### config.mk
export PLATFORM = sky130hd
export DESIGN_NAME = ghs_iface
export DESIGN_NICKNAME = d
export VERILOG_FILES = /design/src/hw/ghs_pkg.sv /design/src/hw/ghs_iface.sv
export SDC_FILE = /design/constraint.sdc
export NUM_CORES = 1
export LEC_CHECK = 0
export ABC_AREA = 1
export ABC_CLOCK_PERIOD_IN_PS = 3850
export BUFFER_PORTS_ARGS = -buffer_cell sky130_fd_sc_hd__clkbuf_2
export CORE_MARGIN = 3
export CORE_UTILIZATION = 50
export CTS_BUF_LIST = sky130_fd_sc_hd__clkbuf_2
export DETAILED_ROUTE_END_ITERATION = 16
export PLACE_DENSITY = 0.89
export SLEW_MARGIN = 20
export SYNTH_ARGS = -nofsm -noshare
export SYNTH_HDL_FRONTEND = slang
export SYNTH_SLANG_ARGS = --single-unit
export TNS_END_PERCENT = 20
### constraint.sdc
create_clock -name clk -period 3.85 [get_ports clk]
set_input_delay 0 -clock clk [delete_from_list [all_inputs] [get_ports clk]]
set_output_delay 0 -clock clk [all_outputs]
set_load 0.05 [all_outputs]
### src/hw/ghs_pkg.sv
// Package of constants and types for the instrument-side bus interface.
package ghs_pkg;

    // -------------------------------------------------------------------
    // Bus command codes, taken while the attention line is asserted.
    // -------------------------------------------------------------------
    localparam logic [2:0] GHS_CMD_GROUP_MASK = 3'h3;
    localparam logic [1:0] GHS_GROUP_LISTEN   = 2'h1;
    localparam logic [1:0] GHS_GROUP_TALK     = 2'h2;
    localparam logic [1:0] GHS_GROUP_UNIV     = 2'h0;
    localparam logic [4:0] GHS_ADDR_UNCMD     = 5'h1F;
    localparam logic [6:0] GHS_CMD_DCL        = 7'h14;
    localparam logic [6:0] GHS_CMD_GTL        = 7'h01;
    localparam logic [6:0] GHS_CMD_LLO        = 7'h11;
    localparam logic [6:0] GHS_CMD_SDC        = 7'h04;

    // Default primary address of the instrument.
    localparam logic [4:0] GHS_DEF_ADDR       = 5'h02;

    // -------------------------------------------------------------------
    // Handshake state machines.
    // -------------------------------------------------------------------
    typedef enum logic [1:0] {
        GHS_SRC_IDLE,
        GHS_SRC_SETUP,
        GHS_SRC_VALID,
        GHS_SRC_DONE
    } ghs_src_type;

    typedef enum logic [1:0] {
        GHS_ACP_READY,
        GHS_ACP_BUSY,
        GHS_ACP_WAIT
    } ghs_acp_type;

    // Whole state of the interface block.
    typedef struct packed {
        ghs_src_type src;
        ghs_acp_type acp;
        logic        talk;
        logic        listen;
        logic        remote;
        logic        lockout;
        logic        srq;
        logic [7:0]  dio;
        logic        dio_oe;
        logic        dav;
        logic        eoi;
        logic        nrfd;
        logic        ndac;
        logic        tx_ready;
        logic [7:0]  rx_data;
        logic        rx_eoi;
        logic        rx_valid;
        logic [7:0]  cmd;
        logic        cmd_valid;
        logic        dev_clear;
    } ghs_state_type;

endpackage

### src/hw/ghs_iface.sv
// Talker, listener and byte handshake logic for the instrument bus port.
`timescale 1ns/1ps

module ghs_iface
    import ghs_pkg::*;
(
    input  wire logic       clk,
    input  wire logic       sys_rst,
    input  wire logic [4:0] my_addr,
    input  wire logic [7:0] dio_n_in,
    output logic      [7:0] dio_n_out,
    output logic      [7:0] dio_n_oe,
    input  wire logic       dav_n_in,
    output logic            dav_n_out,
    output logic            dav_n_oe,
    input  wire logic       nrfd_n_in,
    output logic            nrfd_n_out,
    output logic            nrfd_n_oe,
    input  wire logic       ndac_n_in,
    output logic            ndac_n_out,
    output logic            ndac_n_oe,
    input  wire logic       atn_n,
    input  wire logic       ren_n,
    input  wire logic       ifc_n,
    input  wire logic       eoi_n_in,
    output logic            eoi_n_out,
    output logic            eoi_n_oe,
    output logic            srq_n_out,
    output logic            srq_n_oe,
    input  wire logic [7:0] tx_data,
    input  wire logic       tx_last,
    input  wire logic       tx_valid,
    output logic            tx_ready,
    output logic      [7:0] rx_data,
    output logic            rx_eoi,
    output logic            rx_valid,
    input  wire logic       rx_ready,
    output logic      [7:0] cmd_byte,
    output logic            cmd_valid,
    output logic            talk_active,
    output logic            listen_active,
    output logic            remote,
    output logic            lockout,
    output logic            dev_clear,
    input  wire logic       service_req,
    input  wire logic       service_clr
);

    ghs_state_type st;
    ghs_state_type next_st;

    // -------------------------------------------------------------------
    // Bus lines decoded to positive truth.
    // -------------------------------------------------------------------
    logic       atn;
    logic       dav_seen;
    logic       nrfd_rel;
    logic       ndac_rel;
    logic [7:0] bus_byte;
    logic       ifc;
    logic       attn_byte;

    // Low level means asserted on every line; invert ATN, DAV, DIO and IFC here, but keep NRFD and NDAC as released flags.
    assign atn      = ~atn_n;
    assign dav_seen = ~dav_n_in;
    assign nrfd_rel = nrfd_n_in;
    assign ndac_rel = ndac_n_in;
    assign bus_byte = ~dio_n_in;
    assign ifc      = ~ifc_n;
    assign attn_byte = (st.acp == GHS_ACP_READY) && dav_seen && atn;

    // -------------------------------------------------------------------
    // Next-state logic.
    // -------------------------------------------------------------------
    // Addressing is decoded from the same captured byte that the acceptor
    // handshake takes, so a command is seen exactly once per handshake.
    always_comb begin
        logic [1:0] grp;
        logic [4:0] adr;
        grp = bus_byte[6:5];
        adr = bus_byte[4:0];
        next_st = st;
        next_st.cmd_valid = 1'b0;
        next_st.dev_clear = 1'b0;
        next_st.remote = ~ren_n;
        if (ren_n) begin
            next_st.lockout = 1'b0;
        end
        // Service request: set wins over clear.
        if (service_req) begin
            next_st.srq = 1'b1;
        end else if (service_clr) begin
            next_st.srq = 1'b0;
        end

        // Acceptor side, also active under ATN for addressing.
        unique case (st.acp)
            GHS_ACP_READY: begin
                // NRFD held low only while a listener still holds an unread byte outside ATN.
                next_st.nrfd = ~(st.listen & st.rx_valid) | atn;
                next_st.ndac = 1'b0;
                // An active talker sees its own DAV on the bus; pulling
                // NRFD or NDAC here would stall its own source forever.
                if (st.talk && !atn) begin
                    next_st.nrfd = 1'b1;
                    next_st.ndac = 1'b1;
                end
                if (dav_seen && (atn || (st.listen && !st.rx_valid))) begin
                    next_st.nrfd = 1'b0;
                    next_st.acp  = GHS_ACP_BUSY;
                    if (atn) begin
                        next_st.cmd       = bus_byte;
                        next_st.cmd_valid = 1'b1;
                    end else begin
                        next_st.rx_data  = bus_byte;
                        next_st.rx_eoi   = ~eoi_n_in;
                        next_st.rx_valid = 1'b1;
                    end
                end
            end
            GHS_ACP_BUSY: begin
                next_st.ndac = 1'b1;
                next_st.acp  = GHS_ACP_WAIT;
            end
            GHS_ACP_WAIT: begin
                if (!dav_seen) begin
                    next_st.ndac = 1'b0;
                    next_st.acp  = GHS_ACP_READY;
                end
            end
            default: next_st.acp = GHS_ACP_READY;
        endcase
        if (st.rx_valid && rx_ready) begin
            next_st.rx_valid = 1'b0;
        end

        // Address and command decode on a byte taken under ATN.
        if (attn_byte) begin
            if (grp == GHS_GROUP_TALK) begin
                if (adr == my_addr) begin
                    next_st.talk   = 1'b1;
                    next_st.listen = 1'b0;
                end else begin
                    next_st.talk = 1'b0;
                end
            end else if (grp == GHS_GROUP_LISTEN) begin
                if (adr == GHS_ADDR_UNCMD) begin
                    next_st.listen = 1'b0;
                end else if (adr == my_addr) begin
                    next_st.listen = 1'b1;
                    next_st.talk   = 1'b0;
                end
            end else if (grp == GHS_GROUP_UNIV) begin
                if (bus_byte[6:0] == GHS_CMD_DCL) begin
                    next_st.dev_clear = 1'b1;
                    next_st.srq       = service_req;
                end else if (bus_byte[6:0] == GHS_CMD_LLO) begin
                    next_st.lockout = ~ren_n;
                end
            end
        end

        // Source side runs alone while addressed and ATN is false.
        next_st.tx_ready = 1'b0;
        unique case (st.src)
            GHS_SRC_IDLE: begin
                next_st.dav    = 1'b0;
                next_st.dio_oe = 1'b0;
                next_st.eoi    = 1'b0;
                if (st.talk && !atn && tx_valid) begin
                    next_st.dio      = tx_data;
                    next_st.eoi      = tx_last;
                    next_st.dio_oe   = 1'b1;
                    next_st.tx_ready = 1'b1;
                    next_st.src      = GHS_SRC_SETUP;
                end
            end
            GHS_SRC_SETUP: begin
                if (nrfd_rel && !atn) begin
                    next_st.dav = 1'b1;
                    next_st.src = GHS_SRC_VALID;
                end
            end
            GHS_SRC_VALID: begin
                if (ndac_rel) begin
                    next_st.dav = 1'b0;
                    next_st.src = GHS_SRC_DONE;
                end
            end
            GHS_SRC_DONE: begin
                next_st.dio_oe = 1'b0;
                next_st.eoi    = 1'b0;
                next_st.src    = GHS_SRC_IDLE;
            end
            default: next_st.src = GHS_SRC_IDLE;
        endcase
        // Talker stays usable in local and remote alike: no mode gates it.

        // Interface clear drops both addressed states at once.
        if (ifc) begin
            next_st.talk   = 1'b0;
            next_st.listen = 1'b0;
            next_st.src    = GHS_SRC_IDLE;
            next_st.dav    = 1'b0;
            next_st.dio_oe = 1'b0;
            next_st.eoi    = 1'b0;
        end
    end

    // -------------------------------------------------------------------
    // State register.
    // -------------------------------------------------------------------
    always_ff @(posedge clk) begin
        if (sys_rst) begin
            st          <= '0;
            st.src      <= GHS_SRC_IDLE;
            st.acp      <= GHS_ACP_READY;
            // NRFD and NDAC are kept as released flags, so a one here
            // leaves both lines at their false, high level.
            st.nrfd     <= 1'b1;
            st.ndac     <= 1'b1;
        end else begin
            st <= next_st;
        end
    end

    // Outputs come from the state register, data, DAV and EOI inverted to the bus; NRFD, NDAC and SRQ drive a fixed low through their enables.
    assign dio_n_out     = ~st.dio;
    assign dio_n_oe      = {8{st.dio_oe}};
    assign dav_n_out     = ~st.dav;
    assign dav_n_oe      = st.dio_oe;
    assign eoi_n_out     = ~st.eoi;
    assign eoi_n_oe      = st.dio_oe;
    assign nrfd_n_out    = 1'b0;
    assign nrfd_n_oe     = ~st.nrfd;
    assign ndac_n_out    = 1'b0;
    assign ndac_n_oe     = ~st.ndac;
    assign srq_n_out     = 1'b0;
    assign srq_n_oe      = st.srq;
    assign tx_ready      = st.tx_ready;
    assign rx_data       = st.rx_data;
    assign rx_eoi        = st.rx_eoi;
    assign rx_valid      = st.rx_valid;
    assign cmd_byte      = st.cmd;
    assign cmd_valid     = st.cmd_valid;
    assign talk_active   = st.talk;
    assign listen_active = st.listen;
    assign remote        = st.remote;
    assign lockout       = st.lockout;
    assign dev_clear     = st.dev_clear;

    // -------------------------------------------------------------------
    // Checks.
    // -------------------------------------------------------------------
    a_dav_after_nrfd: assert property (@(posedge clk) disable iff (sys_rst)
        $rose(st.dav) |-> $past(nrfd_rel)) else $error("DAV without NRFD.");
    a_data_before_dav: assert property (@(posedge clk) disable iff (sys_rst)
        $rose(st.dav) |-> $past(st.dio_oe)) else $error("DAV before data.");
    a_dav_release: assert property (@(posedge clk) disable iff (sys_rst)
        (st.src == GHS_SRC_VALID && ndac_rel) |=> !st.dav)
        else $error("DAV not released.");
    a_nrfd_on_take: assert property (@(posedge clk) disable iff (sys_rst)
        (st.acp == GHS_ACP_BUSY) |-> !st.nrfd) else $error("NRFD high.");
    a_ndac_release: assert property (@(posedge clk) disable iff (sys_rst)
        (st.acp == GHS_ACP_BUSY) |=> st.ndac) else $error("NDAC held.");
    a_ndac_relow: assert property (@(posedge clk) disable iff (sys_rst)
        (st.acp == GHS_ACP_WAIT && !dav_seen) |=> !st.ndac)
        else $error("NDAC not low.");
    a_talk_no_atn: assert property (@(posedge clk) disable iff (sys_rst)
        $rose(st.dio_oe) |-> $past(st.talk && !atn)) else $error("Bad talk.");
    a_ifc_clears: assert property (@(posedge clk) disable iff (sys_rst)
        ifc |=> !st.talk && !st.listen) else $error("IFC ignored.");
    a_not_both: assert property (@(posedge clk) disable iff (sys_rst)
        !(st.talk && st.listen)) else $error("Talk and listen.");
    a_srq_set: assert property (@(posedge clk) disable iff (sys_rst)
        service_req && !attn_byte |=> st.srq) else $error("SRQ lost.");
    a_remote_ren: assert property (@(posedge clk) disable iff (sys_rst)
        1'b1 |=> st.remote == $past(~ren_n)) else $error("REN ignored.");
    // A talker must leave both acceptor lines free for the far listeners.
    a_talker_frees_hs: assert property (@(posedge clk) disable iff (sys_rst)
        (st.talk && !atn && st.acp == GHS_ACP_READY) |=> st.nrfd && st.ndac)
        else $error("Talker holds handshake.");
    // A held byte must neither vanish nor be overwritten before it is read.
    a_rx_hold: assert property (@(posedge clk) disable iff (sys_rst)
        (st.rx_valid && !rx_ready) |=> st.rx_valid && $stable(st.rx_data))
        else $error("Held byte lost.");

endmodule // ghs_iface

## Word level (Yosys, flattened, before mapping)

Cells that the tools add are included.

| operators by class | value |
|---|---|
| bitwise gates (word level) | 19 |
| reduce and logical (&&, ||, !) cells | 33 |
| equal/unequal tests | 18 |
| multiplexer cells | 38 |

Operator list:

| operator | count |
|---|---|
| 2-to-1 mux 2 bit | 13 |
| 2-to-1 mux 1 bit | 19 |
| inverter 8 bit | 2 |
| inverter 1 bit | 15 |
| == test 7 x 5 -> 1 bit, second input constant | 2 |
| AND reduction 3 bit | 4 |
| inequality test 2 bit, second input constant | 5 |
| == test 2 bit, second input constant | 4 |
| logical AND 1 bit | 8 |
| one-hot mux 2 bit (4 select lines) | 1 |
| AND reduction 4 bit | 2 |
| nonzero test 2 bit | 4 |
| == test 2 x 1 -> 1 bit, second input constant | 3 |
| zero test 2 bit | 3 |
| one-hot mux 1 bit (3 select lines) | 2 |
| one-hot mux 2 bit (3 select lines) | 1 |
| AND reduction 2 bit | 3 |
| nonzero test 3 bit | 2 |
| OR reduction 2 bit | 3 |
| == test 5 bit | 1 |
| == test 5 bit, second input constant | 1 |
| OR reduction 5 bit | 1 |
| inequality test 2 x 1 -> 1 bit, second input constant | 2 |
| one-hot mux 1 bit (2 select lines) | 2 |
| other kinds (5) | 5 |

| storage, ports and cells | value |
|---|---|
| bits of input ports | 35 |
| output and inout bits | 51 |
| flip-flop bits (word level) | 43 |

## Longest topological paths before layout

| logic depth | value |
|---|---|
| word-level depth | 8 |
| mapped depth | 9 |
| gate-level depth less buffers | 9 |

## Worst setup path after synthesis

Ideal clock, no wire load.

| timing path | value |
|---|---|
| path type | reg-to-reg |
| from | register st (netlist bit listen_active) |
| to | register st (netlist bit rx_data[7]) |
| arrival | 1.505 ns |
| library setup time | 0.066 ns |
| required time | 3.784 ns |
| path slack | 2.279 ns |
| path buffers | 1 |
| stages on the path, launching flop included | 8 |
| period minus slack after synthesis | 1.571 ns |
| cell sequence | dfxtp_1 inv_1 o21ai_2 nand2_2 nor3_4 buf_6 o21ai_2 a21oi_2 |

| on the way | value |
|---|---|
| cells in the longest elaborated chain, start to end | 4 |

Ends and longest elaborated chain:

| element | line | RTL |
|---|---|---|
| start: declaration | ghs_iface.sv:49 | `ghs_state_type st;` |
| start signal: assignment | ghs_iface.sv:223 | `st <= next_st;` |
| logical AND 1 bit | ghs_iface.sv:108 | `if (dav_seen && (atn \|\| (st.listen && !st.rx_valid))) begin` |
| logical OR 1 bit | ghs_iface.sv:108 |  |
| logical AND 1 bit | ghs_iface.sv:108 |  |
| AND reduction 3 bit (no source line) | - |  |

Every way passes these cells.
A chain may end at the register's enable or synchronous reset.

## Worst setup path in the final report

| timing path | value |
|---|---|
| from | register st[41] in the netlist's numbering |
| to | register st[23] in the netlist's numbering |

| on the way | value |
|---|---|
| cells in the longest elaborated chain, start to end | 2 |
| elaborated cells between the ends (all ways) | 4 |
| classes of those cells | 1 x eq/ne; 1 x mux; 2 x reduce/logical |

Ends and longest elaborated chain:

| element | line | RTL |
|---|---|---|
| == test 2 bit or zero test 2 bit (tied branches) | ghs_iface.sv:165 | `unique case (st.src)` |
| one-hot mux 1 bit (2 select lines) or nonzero test 2 bit (tied branches) | - |  |

Parallel ways exist; a longest one is shown, timed or not.

==> flow_summary.json <==
{
  "ctsLongestPathBuffers": 2,
  "dieArea_sq_mm": 0.005117,
  "status": "finished, final reports clean",
  "critPathRequiredTime_ps": 4220,
  "drtPass1Iterations": 4,
  "fmax_mhz": 420.6,
  "area_growth_pct": 29.49,
  "slew_headroom_pct": 47.53,
  "yosysSeqAreaShare_pct": 40.09,
  "numClockSinks": 43,
  "path_clk_slew_ps": 200,
  "power.density_mw_per_mm2": 452.8,
  "num_io_pins": 86,
  "finalCritPeriodShare_pct": 61.75,
  "worst_slack_ps": 1473,
  "netlist.area_leader.share_pct": 40.09,
  "drive_above_1_share_pct": 27.17,
  "grt_overflow": 0,
  "synth.most_common_cell": "dfxtp_1",
  "fin_crit_ps": 2377,
  "synthTopCellsByCount": "dfxtp_1, inv_1, a21oi_1",
  "post-synth-top-area-cell": "dfxtp_1",
  "cts_tree": "done",
  "drv_slew": 0,
  "rsz0062_at_grt": "false",
  "cts_made_buffers": 5,
  "wl_per_cell_um": 12.29,
  "avgSynthCellArea_sq_um": 7.668,
  "root_buffer": "clkbuf_2",
  "final_net_count": 416,
  "startpoint_type": "register",
  "synth-main-ff-cell": "dfxtp_1",
  "antenna_cells": 0,
  "die_w_um": 71.53,
  "met2_usage_pct": 38.98,
  "path_max_fanout": 5,
  "drv_cap": 0,
  "drc": 0,
  "cts_max_level": 2,
  "leakage_nw": 1.376,
  "initial_core_util_pct": 52.91,
  "syn_area_sq_mm": 0.002147,
  "grt_util_met3_pct": 4.628,
  "peakVddDrop_v": 0.0002102,
  "post_cts_buffers": 0,
  "dp_slack_ps": 2022,
  "dp.cells": 379,
  "grt_pass1_vias": 2017,
  "setup_tns_ps": 0,
  "die_y_um": 71.53,
  "grt-busiest-layer": "met2",
  "netlist_instances": 280,
  "place.gp.congestion": 0.8231,
  "drt.antenna.violating_nets": 0,
  "placed_area_sq_mm": 0.002380,
  "post-route-util_pct": 68.52,
  "vias": 2035,
  "tightestPinTransition_ps": 786.3,
  "grt_pass1_wl_mm": 8.556,
  "synth_edf_count": 0,
  "hpwl_mm": 3.509,
  "hold_viol_final": 0,
  "cp-end-kind": "register",
  "ys_ff_latch": 43,
  "synthTopCellsByArea": "dfxtp_1, buf_4, a21oi_1, ha_1, o21ai_0",
  "coreArea_sq_mm": 0.004058,
  "grt_use_total_pct": 20.98,
  "setup_viol": 0,
  "globalRouteMet1Util_pct": 22.33,
  "stdcell_count": 418,
  "yosysWarnings": 0,
  "clock_latency_ps": 410,
  "grt_max_degree": 31,
  "drtIter0Drc": 124,
  "synthArstFlopShare_pct": 0,
  "vias_per_cell": 4.868,
  "antenna_found_initial": 0,
  "rows": 23,
  "hp-class": "input port to register",
  "critical_path_class": "register to register",
  "wirelength_mm": 5.137,
  "arrival_ps": 2740,
  "finClkSkew_ps": 12.82,
  "synth_cell_type_count": 27,
  "final_area_sq_mm": 0.002780,
  "port_buffers": 82
}
[critical path, cell delays in order, from the launching register on]
cell,delay (ps)
dfxtp_1,450
inv_1,110
ha_1,340
inv_1,110
nand4_1,90
dlygate4sd3_1,560
a21oi_1,130
dlygate4sd3_1,560
[area by class of cell]
type | instances | area (sq um)
clock buffers | 6 | 30.03
flip-flops and latches | 43 | 860.8
repair buffers | 113 | 720.7
clock inverters | 2 | 60.06
multi-input cells | 162 | 885.9
inverters | 42 | 160.2
fillers | 320 | 1277
well taps | 50 | 62.56
[through the flow]
stage | power [mW] | hold WS [ps]
finish | 1.259 | 49.80
global route | 1.326 | 91.35
CTS | 1.259 | 16.03
detailed placement | 0.9110 | 187.1
global placement | 0.8937 | 175.1
floorplan | 0.8532 | 72.38
[cell families (layout without fill, tap and decap cells)]
kind of cell | after synthesis | in the layout | synth area share (%)
buf+inv | 77 | 163 | 19.00
compound gates | 76 | 76 | 18.53
simple gates | 69 | 69 | 14.04
flops | 43 | 43 | 40.09
fa+ha+maj | 14 | 14 | 8.159
other cells | 1 | 3 | 0.1747
[timing repair]
action	4_1_cts	5_1_grt
resized for setup	0	0
hold buffers	31	0
hold endpoints to repair	40	0
[placed cells by master, fill, tap and decap left out]
cell type	n
inv_2	2
nor3_4	1
o221ai_1	1
nand2_2	1
a211oi_1	1
bufinv_16	2
nand4_1	2
o21ai_0	33
nand3_2	1
dfxtp_1	43
nor4_1	2
ha_1	14
inv_1	39
nand3_1	5
conb_1	3
a21oi_1	37
nor3_1	2
o21ai_1	1
dlygate4sd3_1	31
nor2_2	1
clkbuf_2	88
a21oi_2	1
nor2_1	21
o21ai_2	2
inv_4	1
nand2_1	33
[power by group]
group          internal (mW)  switching (mW)  total, mW
Sequential             0.494          0.0259      0.520
Clock                  0.178           0.147      0.324
Combinational          0.119           0.295      0.414
Total                  0.791           0.468       1.26
[path summary, 6_finish.rpt]
path,from,to,slack (ps),cells past startpoint
worst min register to register,st[31],st[31],470,2
worst min-delay path,ndac_n_in,st[24],50,4
worst max-delay path,st[41],st[23],1470,7
worst max register to register,st[41],st[23],1470,7
[flip-flops by register name, summed over array words and instances (netlist names)]
register	count
rx_valid	1
tx_ready	1
cmd_valid	1
st	16
listen_active	1
talk_active	1
lockout	1
rx_eoi	1
remote	1
cmd_byte	8
dev_clear	1
srq_n_oe	1
dav_n_oe	1
rx_data	8
[layer usage]
metal / up-vias / routed length [um]
li1: 1042 / -
met1: 896 / 1996
met2: 85 / 2663
met3: 12 / 358
met4: 0 / 118
met5: - / 0
Power figures use the tool's default switching activity.
